## config.mk

```make
export PLATFORM = sky130hd
export DESIGN_NAME = external_memory_bus_strobes
export DESIGN_NICKNAME = d
export VERILOG_FILES = /design/src/hw/external_memory_bus_strobes.v
export VERILOG_INCLUDE_DIRS = /design/src /design/src/hw
export SDC_FILE = /design/constraint.sdc
export NUM_CORES = 1
export LEC_CHECK = 0
export ABC_CLOCK_PERIOD_IN_PS = 2700
export BUFFER_PORTS_ARGS = -buffer_cell sky130_fd_sc_hd__buf_4
export CORE_UTILIZATION = 55
export CTS_BUF_LIST = sky130_fd_sc_hd__clkbuf_8
export CTS_CLUSTER_DIAMETER = 40
export DETAILED_ROUTE_END_ITERATION = 10
export GPL_ROUTABILITY_DRIVEN = 0
export HOLD_SLACK_MARGIN = 0.1
export PLACE_DENSITY = 0.86
export SYNTH_ARGS = -nofsm -noshare
export SYNTH_HDL_FRONTEND = slang
export SYNTH_SLANG_ARGS = --single-unit
```

## constraint.sdc

```tcl
create_clock -name clk -period 2.7 [get_ports clk]
set_clock_uncertainty 0.15 [all_clocks]
set_input_delay 0.405 -clock clk [delete_from_list [all_inputs] [get_ports clk]]
set_output_delay 0.405 -clock clk [all_outputs]
set_load 0.005 [all_outputs]
```

## src/hw/ext_bus_defines.vh

```
// Constants for the external memory bus strobe sequencer
`ifndef EXT_BUS_DEFINES_VH
`define EXT_BUS_DEFINES_VH
`define ADDR_PHASE_CYCLES 2'h1
`define DATA_PHASE_NORMAL 3'h2
`define DATA_PHASE_EXTENDED 3'h4
`define RESET_EXT_TIMING_INTERNAL_ROM_DISABLE_N 1'b1
`define RESET_DM_SELECT 1'b0
`endif

```

## src/hw/external_memory_bus_strobes.v

```verilog
// External memory bus sequencer: address/data strobes, read/write and port drivers
//
// Overview of operation
// - ROM disable low fetches program externally
// - ROM disable high runs from internal ROM
// - Data strobe asserted once per transfer
// - Write data valid when data strobe falls
// - Address strobe pulses at transfer start
// - Address held valid at address strobe rise
// - Address driven out on ports zero, one
// - Bus release tri-states strobes and port zero; port one ignores release, driven to the end of a write, dropped before the read data phase
// - Read/write low on writes, high reads
// - Port one multiplexes address then data
// - Internal_rom_disable_n reset gives upper address, extended timing
// - Memory select low data, high program
`timescale 1ns/1ps
`include "ext_bus_defines.vh"
module external_memory_bus_strobes (
    // Clock and reset
    input wire clk,
    input wire rstn,
    // Straps
    input wire internal_rom_disable_n,
    // Core request side
    input wire req_valid,
    input wire req_write,
    input wire req_data_space,
    input wire [15:0] req_addr,
    input wire [7:0] req_wdata,
    input wire bus_release,
    input wire ext_timing_clear,
    input wire dm_select_enable,
    output reg req_ready,
    output reg rd_valid,
    output reg [7:0] rd_data,
    output reg rom_internal_active,
    // Bus pins
    output reg addr_latch_strobe_n,
    output reg addr_latch_strobe_oe,
    output reg mem_data_strobe_n,
    output reg mem_data_strobe_oe,
    output reg read_write_n,
    output reg read_write_oe,
    output reg [7:0] port0_out,
    output reg port0_oe,
    input wire [7:0] port1_in,
    output reg [7:0] port1_out,
    output reg port1_oe,
    output reg port3_bit4
);
    localparam S_IDLE = 4'b0001;
    localparam S_ADDR = 4'b0010;
    localparam S_HOLD = 4'b0100;
    localparam S_DATA = 4'b1000;

    reg rom_dis_meta_reg;
    reg rom_dis_sync_reg;
    reg [7:0] p1_meta_reg;
    reg [7:0] p1_sync_reg;
    reg rel_meta_reg;
    reg rel_sync_reg;
    reg [1:0] strap_age_reg;
    reg [3:0] state_reg;
    reg [2:0] cnt_reg;
    reg ext_timing_reg;
    reg straps_taken_reg;
    reg wr_reg;
    reg dspace_reg;
    reg [15:0] addr_reg;
    reg [7:0] wdata_reg;
    wire bus_drive = ~rel_sync_reg;
    wire [2:0] data_len = ext_timing_reg ? `DATA_PHASE_EXTENDED : `DATA_PHASE_NORMAL;
    // Strobe stays low one cycle past the data phase so the synchronised port holds settled data
    wire ds_end = (state_reg == S_DATA) && (cnt_reg == data_len + 3'h1);

    // Strap synchroniser
    always @(posedge clk or negedge rstn) begin
        if (!rstn) begin
            rom_dis_meta_reg <= 1'b1;
            rom_dis_sync_reg <= 1'b1;
        end else begin
            rom_dis_meta_reg <= internal_rom_disable_n;
            rom_dis_sync_reg <= rom_dis_meta_reg;
        end
    end

    // Port one input synchroniser
    always @(posedge clk or negedge rstn) begin
        if (!rstn) begin
            p1_meta_reg <= 8'h00;
            p1_sync_reg <= 8'h00;
        end else begin
            p1_meta_reg <= port1_in;
            p1_sync_reg <= p1_meta_reg;
        end
    end

    // Bus release synchroniser
    always @(posedge clk or negedge rstn) begin
        if (!rstn) begin
            rel_meta_reg <= 1'b0;
            rel_sync_reg <= 1'b0;
        end else begin
            rel_meta_reg <= bus_release;
            rel_sync_reg <= rel_meta_reg;
        end
    end

    // Strap is taken only once the synchroniser shows the pin, not its reset value
    always @(posedge clk or negedge rstn) begin
        if (!rstn) begin
            strap_age_reg <= 2'h0;
            straps_taken_reg <= 1'b0;
            rom_internal_active <= 1'b1;
            ext_timing_reg <= 1'b0;
        end else begin
            strap_age_reg <= {strap_age_reg[0], 1'b1};
            if (strap_age_reg[1] && !straps_taken_reg) begin
                straps_taken_reg <= 1'b1;
                rom_internal_active <= rom_dis_sync_reg;
                ext_timing_reg <= ~rom_dis_sync_reg & `RESET_EXT_TIMING_INTERNAL_ROM_DISABLE_N;
            end else if (ext_timing_clear) begin
                ext_timing_reg <= 1'b0;
            end
        end
    end

    // Pin drivers follow the synchronised release request
    always @(posedge clk or negedge rstn) begin
        if (!rstn) begin
            addr_latch_strobe_oe <= 1'b0;
            mem_data_strobe_oe <= 1'b0;
            read_write_oe <= 1'b0;
            port0_oe <= 1'b0;
        end else begin
            addr_latch_strobe_oe <= bus_drive;
            mem_data_strobe_oe <= bus_drive;
            read_write_oe <= bus_drive;
            port0_oe <= bus_drive & (~rom_internal_active | state_reg != S_IDLE);
        end
    end

    // Read data taken from the synchronised port as the data strobe rises
    always @(posedge clk or negedge rstn) begin
        if (!rstn) begin
            rd_valid <= 1'b0;
            rd_data <= 8'h00;
        end else begin
            rd_valid <= 1'b0;
            if (ds_end && !wr_reg) begin
                rd_data <= p1_sync_reg;
                rd_valid <= 1'b1;
            end
        end
    end

    // Transfer sequencer
    always @(posedge clk or negedge rstn) begin
        if (!rstn) begin
            state_reg <= S_IDLE;
            cnt_reg <= 3'h0;
            wr_reg <= 1'b0;
            dspace_reg <= 1'b0;
            addr_reg <= 16'h0000;
            wdata_reg <= 8'h00;
            req_ready <= 1'b0;
            addr_latch_strobe_n <= 1'b1;
            mem_data_strobe_n <= 1'b1;
            read_write_n <= 1'b1;
            port0_out <= 8'h00;
            port1_out <= 8'h00;
            port1_oe <= 1'b0;
            port3_bit4 <= 1'b1;
        end else begin
            req_ready <= straps_taken_reg & bus_drive & (state_reg == S_IDLE) & ~req_valid;
            case (state_reg)
                S_IDLE: begin
                    addr_latch_strobe_n <= 1'b1;
                    mem_data_strobe_n <= 1'b1;
                    read_write_n <= 1'b1;
                    port1_oe <= 1'b0;
                    if (req_valid && req_ready) begin
                        wr_reg <= req_write;
                        dspace_reg <= req_data_space;
                        addr_reg <= req_addr;
                        wdata_reg <= req_wdata;
                        port0_out <= req_addr[15:8];
                        port1_out <= req_addr[7:0];
                        port1_oe <= 1'b1;
                        read_write_n <= ~req_write;
                        port3_bit4 <= dm_select_enable ? ~req_data_space : 1'b1;
                        addr_latch_strobe_n <= 1'b0;
                        req_ready <= 1'b0;
                        cnt_reg <= 3'h0;
                        state_reg <= S_ADDR;
                    end
                end
                S_ADDR: begin
                    addr_latch_strobe_n <= 1'b1;
                    port0_out <= addr_reg[15:8];
                    state_reg <= S_HOLD;
                end
                S_HOLD: begin
                    if (wr_reg) begin
                        port1_out <= wdata_reg;
                    end else begin
                        port1_oe <= 1'b0;
                    end
                    port3_bit4 <= dm_select_enable ? ~dspace_reg : 1'b1;
                    state_reg <= S_DATA;
                    cnt_reg <= 3'h0;
                end
                S_DATA: begin
                    if (cnt_reg == 3'h0) begin
                        mem_data_strobe_n <= 1'b0;
                    end
                    cnt_reg <= cnt_reg + 3'h1;
                    if (ds_end) begin
                        mem_data_strobe_n <= 1'b1;
                        state_reg <= S_IDLE;
                    end
                end
                default: begin
                    state_reg <= S_IDLE;
                end
            endcase
        end
    end
endmodule

```

==> results of run 1 <==
==> power groups by stage <==
stage          combinational (mW)  sequential, mW  clock (mW)
4_1_cts                     0.444            1.54       0.886
3_5_place_dp                0.426            1.56           0
3_3_place_gp                0.411            1.55           0
2_1_floorplan               0.199            1.53           0
5_1_grt                     0.479            1.56       0.938
6_report                    0.437            1.54       0.870
==> worst paths after layout <==
kind                                            endpoint  slack [ps]  depth (start not counted)                startpoint
worst min-delay path                 req_ready$_DFF_PN0_         110                          2                 req_valid
worst max register to register    rd_data[2]$_DFFE_PN0P_         380                          3  state_reg[2]$_DFFE_PN0P_
min in group asynchronous       p1_meta_reg[3]$_DFF_PN0_         470                          2                      rstn
worst min register to register  p1_sync_reg[5]$_DFF_PN0_         200                          0  p1_meta_reg[5]$_DFF_PN0_
worst max-delay path              rd_data[2]$_DFFE_PN0P_         380                          3  state_reg[2]$_DFFE_PN0P_
max in group asynchronous       read_write_n$_DFFE_PN1N_        1240                          3                      rstn
==> per-stage QoR <==
stage	total power [mW]	cell area, um2	hold slack (ps)
floorplan	1.73	3170	-40.6
global placement	1.96	3820	181
detailed placement	1.99	3820	185
CTS	2.87	4140	105
global route	2.98	4140	125
finish	2.85	4140	113
==> Yosys cell counts, types with 2 or more instances <==
master / number / area share
sky130_fd_sc_hd__dfrtp_1: 75 / 0.59
sky130_fd_sc_hd__mux2_2: 26 / 0.092
sky130_fd_sc_hd__and2_1: 10 / 0.020
sky130_fd_sc_hd__a221o_1: 8 / 0.025
sky130_fd_sc_hd__dfstp_2: 8 / 0.066
sky130_fd_sc_hd__o221a_2: 8 / 0.028
sky130_fd_sc_hd__or3_1: 8 / 0.016
sky130_fd_sc_hd__clkbuf_1: 6 / 0.0071
sky130_fd_sc_hd__a21oi_1: 5 / 0.0079
sky130_fd_sc_hd__inv_1: 5 / 0.0059
sky130_fd_sc_hd__nor4b_1: 4 / 0.011
sky130_fd_sc_hd__nand2_1: 3 / 0.0035
sky130_fd_sc_hd__nand2b_1: 3 / 0.0059
sky130_fd_sc_hd__nand4b_1: 3 / 0.0083
sky130_fd_sc_hd__a211oi_1: 2 / 0.0047
sky130_fd_sc_hd__buf_2: 2 / 0.0032
sky130_fd_sc_hd__buf_4: 2 / 0.0047
sky130_fd_sc_hd__ha_1: 2 / 0.0079
sky130_fd_sc_hd__nor2_1: 2 / 0.0024
sky130_fd_sc_hd__nor3_1: 2 / 0.0032
sky130_fd_sc_hd__o211ai_1: 2 / 0.0047
sky130_fd_sc_hd__o21ai_0: 2 / 0.0032
==> critical path, delay by kind of cell (launching register included) <==
kind	cells	cell delay, ps
DFF	1	540
AOI/OAI and AO/OA	1	470
and+or+nand+nor	1	650
muxes	1	390
==> routing by layer <==
metal | track usage | wire length [um] | up-vias | share of wire
li1 | - | - | 965 | -
met3 | 0.0506 | 255 | 15 | 0.040
met2 | 0.373 | 3250 | 56 | 0.51
met4 | 0.106 | 151 | 0 | 0.024
met1 | 0.292 | 2680 | 1085 | 0.42
met5 | 0 | 0 | - | 0
==> kinds of logic after synthesis <==
family	Yosys count
muxes	27
buffers and inverters	17
DFF	83
other	1
adders and majority gates	2
AOI/OAI and AO/OA	36
xor gates and xnor gates	1
and+or+nand+nor	46
==> final cells by class <==
| class | instances | area share |
|---|---|---|
| Sequential cell | 83 | 0.504 |
| Multi-Input combinational cell | 113 | 0.244 |
| Timing Repair Buffer | 92 | 0.177 |
| Clock buffer | 11 | 0.0365 |
| Tap cell | 72 | 0.0217 |
| Clock inverter | 5 | 0.0112 |
| Inverter | 6 | 0.00544 |
==> impl.org, run 1 <==
** Route
- Number of DRC markers in iteration 0 :: 110
- Remaining antenna violation count after routing :: 0
- After detailed routing, the number of vias per cell comes to 5.55.
- Average wire per cell in the routed design :: 16.6 um
- The routed layout has 2121 vias.
- The first detailed-routing pass took 4 iterations.
- Routed Wire Length :: 6350 um
- After detailed routing, the number of remaining DRC violations is 0.

** Power and ir drop
- The share of total power dissipated in the clock network is 0.306.
- Power spread over the standard cell area amounts to 687 nW/um2.
- In this run the power spent charging and discharging nets is 0.670 mW.
- VDD sags by at most 0.491 mV.
- Proportion of total power due to net switching :: 0.235
- Of the total power, combinational logic draws 0.154.
- Standby leakage power :: 1.89 nW
- The internal portion of the total power is 2.18 mW.
- Register share of total power :: 0.541

** Setup path
- By startpoint and endpoint, the worst setup path is classified as reg2reg.
- For the worst setup path, the data arrival time is 2390 ps.
- CP Data Required Time :: 2770 ps
- Worst path slowest cell :: sky130_fd_sc_hd__or4b_4
- Cell breakdown of the critical path :: or4b_4, a211oi_4, mux2_2
- Startpoint class of the critical path :: flip-flop
- STA classifies the critical path endpoint as a flip-flop.
- Slowest stage delay, CP :: 650 ps
- Of all nets on the critical path, the largest fanout is 13.

** Clocking
- Buffers added to address setup during post-CTS repair amount to 0.
- Clock Root Buffer :: sky130_fd_sc_hd__clkbuf_8
- Clock-pin slew was measured on the worst setup and hold paths at 80 ps.
- After clock tree synthesis, the flow added hold-fix buffers numbering 12.
- TritonCTS built the clock tree.
- The clock passes through at most 2 buffers.
- The H-tree was split into 3 levels.
- PostCTS Resize Cnt :: 0
- CTS sink cnt :: 83
- TritonCTS created 9 clock buffers.
- Clk Latency, worst-skew pair :: 340 ps

** Logic synthesis
- Post-Synth Adder-Cell Area :: 0.00788
- Of the total synthesized cell area, the portion taken by XOR and XNOR cells is 0.00276.
- Of the total synthesized cell area, the portion taken by AND, OR, NAND and NOR gates is 0.105.
- The Yosys step of the flow raised 0 warnings.
- Main combinational cell family by area after synthesis :: simple AND/OR/NAND/NOR gates
- Seq/Total Area, Yosys :: 0.657
- A synthesized cell averages 14.9 um2.
- The compound-gate portion of the synthesized area came to 0.104.
- The synthesized design contains 83 register bits.
- The synthesized design contains 0 enable-type register cells.
- The portion of synthesized area spent on multiplexers is 0.0954.
- The number of nets handed over by synthesis was 256.
- Primary FF master, synth :: sky130_fd_sc_hd__dfrtp_1
- Cell variety after synth :: 47
- Asr flop ratio synth :: 1.00
- Cell area after synthesis :: 3170 um2
- Post-Syn Instances :: 213

** Final layout
- Most frequent cells in the layout :: sky130_fd_sc_hd__buf_4 (79), sky130_fd_sc_hd__dfrtp_1 (75), sky130_fd_sc_hd__mux2_2 (26), sky130_fd_sc_hd__dlygate4sd3_1 (12), sky130_fd_sc_hd__clkbuf_8 (11)
- Signed area change from the synthesized netlist to the final layout :: 30.5%
- Across the whole layout, storage elements account for 2090 um2.
- Area used by multi-input combinational logic :: 1010 um2
- Final standard cell count with taps included and fillers excluded :: 382
- Number of antenna cells inserted :: 0
- At the end of the flow the core is filled with cells to 0.748.
- After the last flow step, the layout net total stands at 348.
- Final-layout fill cell count :: 366
- Of the cells placed in the final design, the portion with a size suffix greater than 1 is 0.468.
- The library cell used most frequently in the layout, excluding fill and tap cells, is sky130_fd_sc_hd__buf_4.

** Timing
- For the final routed database, the setup TNS stands at 0 ps.
- Final cycle utilization of the critical path :: 0.858
- Setup repair after global routing missed its margin :: no
- Subtracting the final worst setup slack from the clock period gives 2320 ps.
- Max frequency :: 432 MHz
- Measured against its own limit, the worst slew margin works out to 0.393.
- In the post-route analysis, the smallest setup slack over all paths is 384 ps.
- Hold Fails Final Rpt :: 0
- Max-slew violation total from the final report :: 0
- Final-report setup violation count :: 0
- Slew at the pin closest to its max-slew limit :: 897 ps

** Floorplanning
- The floorplan has 27 rows.
- The die is 78.0 um tall.
- The floorplan step defined a die boundary enclosing 6080 um2.
- In this run the horizontal extent of the chip is 78.0 um.
- Core region area :: 5540 um2
- The initial utilization of the core area, before any placement, comes to 0.573.
- IO Count :: 77

** Placed design
- I/O Buffers :: 76
- Detail Placement HPWL :: 4180 um
- Worst setup timing slack at the placement stage :: 410 ps
- Counting tap cells, the placed design contains a total of 354 instances.

** Flow run
- Max-cap viol count :: 0

** GRT
- The total overflow left after global routing is 0.
- Wire length of the first global-routing pass :: 10500 um
- The number of global-route vias before repair is 2153.
- Antenna violations before repair :: 0
- Total track usage :: 0.228
- Entering global routing, the biggest net connects 50 pins.

** Hold path
- The worst hold path belongs to the class in2reg.

** Status
- Status :: complete, no violations
No activity file was read; power rests on OpenSTA's default activity.
==> run 2: changes to the inputs <==
--- a/config.mk
+++ b/config.mk
@@ -8,6 +8,7 @@
 export LEC_CHECK = 0
 export ABC_CLOCK_PERIOD_IN_PS = 2700
 export BUFFER_PORTS_ARGS = -buffer_cell sky130_fd_sc_hd__buf_4
+export CORE_ASPECT_RATIO = 0.5
 export CORE_UTILIZATION = 55
 export CTS_BUF_LIST = sky130_fd_sc_hd__clkbuf_8
 export CTS_CLUSTER_DIAMETER = 40
@@ -15,6 +16,7 @@
 export GPL_ROUTABILITY_DRIVEN = 0
 export HOLD_SLACK_MARGIN = 0.1
 export PLACE_DENSITY = 0.86
+export RECOVER_POWER = 100
 export SYNTH_ARGS = -nofsm -noshare
 export SYNTH_HDL_FRONTEND = slang
 export SYNTH_SLANG_ARGS = --single-unit
==> run 2 against run 1 <==
Non-clock buffer count grew 1; register-to-register slack worse by 30 ps; clock power rose by 16%; count of clock-buffer cells in the layout decreased by 2; hold slack better by 14 ps; final cell count is 0.52% higher; sequential power about the same; critical endpoint is now rd_data[5]$_DFFE_PN0P_; total power up 3.8%.
==> impl.org, run 2 (synthesized netlist as in run 1, its figures left out) <==
** Status
- The flow ran to the end, and the final reports show no timing, DRC or antenna violations.

** Placed design
- The minimum setup slack after placement came to 382 ps (-28.0 ps).
- The HPWL after detailed placement is 4230 um (+1.1%).
- I/O Buffers :: 76 (unchanged)

** Final layout
- The share of layout cells above drive strength 1 came to 0.428 (-0.0401).
- Area used by multi-input combinational logic :: 987 um2 (-2.5%)
- Final-layout fill cell count :: 364 (-0.55%)
- Leaving out fill and tap cells, the most frequent cells in the layout are sky130_fd_sc_hd__dfrtp_1 (75), sky130_fd_sc_hd__clkbuf_4 (38), sky130_fd_sc_hd__buf_4 (35), sky130_fd_sc_hd__mux2_2 (26), sky130_fd_sc_hd__dlygate4sd3_1 (13).
- Leaving out fill and tap cells, the most frequent cell in the layout is sky130_fd_sc_hd__dfrtp_1.
- The sequential cell area in the final layout was 2090 um2 (unchanged).
- Net count of the finished layout :: 349 (+0.29%)
- From synthesis to final layout, the design area changed by 29.9%.
- Number of antenna cells inserted :: 0 (unchanged)

** Clocking
- The number of buffers created by CTS is 9 (unchanged).
- TritonCTS clock tree :: built
- PostCTS Resize Cnt :: 0 (unchanged)
- The maximum number of buffers from clock root to sink came to 2 (unchanged).
- Clock transition at the register clock pins on the worst setup and hold paths after CTS :: 90 ps (about the same)
- The cell sitting at the root of the clock tree is a sky130_fd_sc_hd__clkbuf_8.
- The H-tree depth reported by CTS came to 3 (unchanged).
- CTS sink cnt :: 83 (unchanged)
- Clk Latency, worst-skew pair :: 360 ps (+20 ps)

** GRT
- The global-route total usage across every layer came to 0.230 (+0.00230).
- Wire length of the first global-routing pass :: 10300 um (-2.6%)
- The maximum number of pins on one net before global-route repair came to 76 (+52%).
- Antenna violations before repair :: 0 (unchanged)
- The overall overflow remaining after global route was 0 (unchanged).
- The number of global-route vias before repair was 2205 (+2.4%).

** Power and ir drop
- Standby leakage power :: 1.84 nW (-2.9%)
- Proportion of total power due to net switching :: 0.247 (+0.0118)
- Register share of total power :: 0.517 (-0.024)
- The reported net switching power is 0.730 mW (+9.0%).
- Portion of total power attributed to the clock network :: 0.343 (+0.037)
- The largest voltage drop on the vdd net is 0.519 mV (+5.8%).
- Combinational group share of total power :: 0.141 (-0.013)
- Power, Total :: 2.96 mW (+3.8%)
- Power per cell area :: 717 nW/um2 (+4.3%)
- The cell internal power dissipation is 2.22 mW (+2.2%).

** Timing
- Relative slew slack :: 0.350 (-0.0434)
- The maximum clock frequency is 426 MHz (-1.3%).
- The count of final hold-check violations was 0 (unchanged).
- Final cycle utilization of the critical path :: 0.869 (+0.0114)
- Final-report setup violation count :: 0 (unchanged)
- The sum of negative setup slack was 0 ps (unchanged).
- The slack of the critical path is 353 ps (-30.9 ps).
- The clock period minus worst slack was 2350 ps (+30.9 ps).
- Slew at the pin closest to its max-slew limit :: 975 ps (+77.8 ps)
- Setup repair after global routing missed its margin :: no
- The final number of max-transition violations is 0 (unchanged).

** Floorplanning
- The die span in x came to 109 um (+40%).
- # rows :: 19 (-30%)
- The full die area came to 6100 um2 (+0.30%).
- The number of placed I/O pins was 77 (unchanged).
- Die span in y :: 55.7 um (-29%)
- Initial cell density of the core :: 0.576 (+0.00260)
- The core box area came to 5520 um2 (-0.45%).

** Flow run
- Max-cap viol count :: 0 (unchanged)

** Setup path
- Internal reg-to-reg setup slack :: 350 ps (-30 ps)
- The setup path with the least slack is of type reg2reg.
- The arrival time at the worst endpoint came to 2440 ps (+50 ps).
- CP Data Required Time :: 2790 ps (+20 ps)
- STA classifies the critical path startpoint as a flip-flop.
- Crit. End Element :: flip-flop
- The maximum net fanout on the critical path is 13 (unchanged).

** Route
- Count of vias placed by the detailed router :: 2071 (-2.4%)
- Detail-routed via count per cell :: 5.39 (-2.9%)
- Average wire per cell in the routed design :: 16.3 um (-1.7%)
- Routed Wire Length :: 6270 um (-1.2%)
- The number of DRC markers in iteration 0 is 98 (-11%).
- The remaining design rule violation count was 0 (unchanged).
- The detailed-routing iteration count for the pre-antenna-repair pass was 4 (unchanged).
- The number of routed nets with antenna violations is 0 (unchanged).

** Hold path
- The worst hold path belongs to the class in2reg.
## run 2: changes by cell type in the layout (fill, tap and decap cells not counted), moves of 2 or more
| cell | delta |
|---|---|
| sky130_fd_sc_hd__inv_1 | -3 |
| sky130_fd_sc_hd__clkbuf_4 | +38 |
| sky130_fd_sc_hd__dfstp_1 | +6 |
| sky130_fd_sc_hd__dfstp_2 | -6 |
| sky130_fd_sc_hd__clkbuf_1 | +6 |
| sky130_fd_sc_hd__buf_4 | -44 |
| sky130_fd_sc_hd__clkbuf_8 | -2 |
| sky130_fd_sc_hd__nor4b_1 | +2 |
| sky130_fd_sc_hd__inv_6 | +3 |
## run 2: path summary, 6_finish.rpt
check,start,to,cells past startpoint
worst max-delay path,state_reg[2]$_DFFE_PN0P_,rd_data[5]$_DFFE_PN0P_,3
worst min-delay path,req_wdata[3],wdata_reg[3]$_DFFE_PN0P_,2
worst max register to register,state_reg[2]$_DFFE_PN0P_,rd_data[5]$_DFFE_PN0P_,3
worst min register to register,p1_meta_reg[1]$_DFF_PN0_,p1_sync_reg[1]$_DFF_PN0_,0
max in group asynchronous,rstn,p1_sync_reg[2]$_DFF_PN0_,3
min in group asynchronous,rstn,port1_out[5]$_DFFE_PN0P_,2
## run 2: power groups by stage
stage | sequential [mW] | combinational [mW] | clock, mW
after floorplan | 1.53 | 0.199 | 0
after global placement | 1.54 | 0.413 | 0
after detailed placement | 1.56 | 0.426 | 0
after CTS | 1.53 | 0.444 | 1.04
after global routing | 1.55 | 0.459 | 1.09
final | 1.53 | 0.416 | 1.01
## run 2: critical path: stages, from the launching register on
cell and delay [ps]:
sky130_fd_sc_hd__dfrtp_1 500, sky130_fd_sc_hd__or4b_1 660, sky130_fd_sc_hd__a211oi_4 520, sky130_fd_sc_hd__mux2_2 400
## run 2: metrics by stage
step / utilization / cells / area (um2) / hold WS [ps]
finish: 0.748 / 384 / 4120 / 128
floorplan: - / 213 / 3170 / -40.6
global route: 0.748 / 384 / 4120 / 103
detailed placement: 0.693 / 355 / 3820 / 88.0
CTS: 0.758 / 384 / 4180 / 110
global placement: 0.693 / 355 / 3820 / 85.0
## run 2: routing by layer
metal	global-route usage	share of wire	vias up
li1	-	-	967
met1	0.278	0.42	1024
met2	0.384	0.49	69
met3	0.0855	0.067	11
met4	0.0762	0.016	0
met5	0	0	-
## run 2: what timing repair did
action	4_1_cts	5_1_grt
hold buffers	13	0
hold endpoints to repair	87	0
buffers inserted	0	0
## run 2: area by class of cell
class	count	share of cell area
clock buffer	9	0.0300
clock inverter	7	0.0258
inverter	6	0.00546
multi-input combinational	113	0.239
sequential	83	0.506
tap	73	0.0221
timing repair buffer	93	0.171
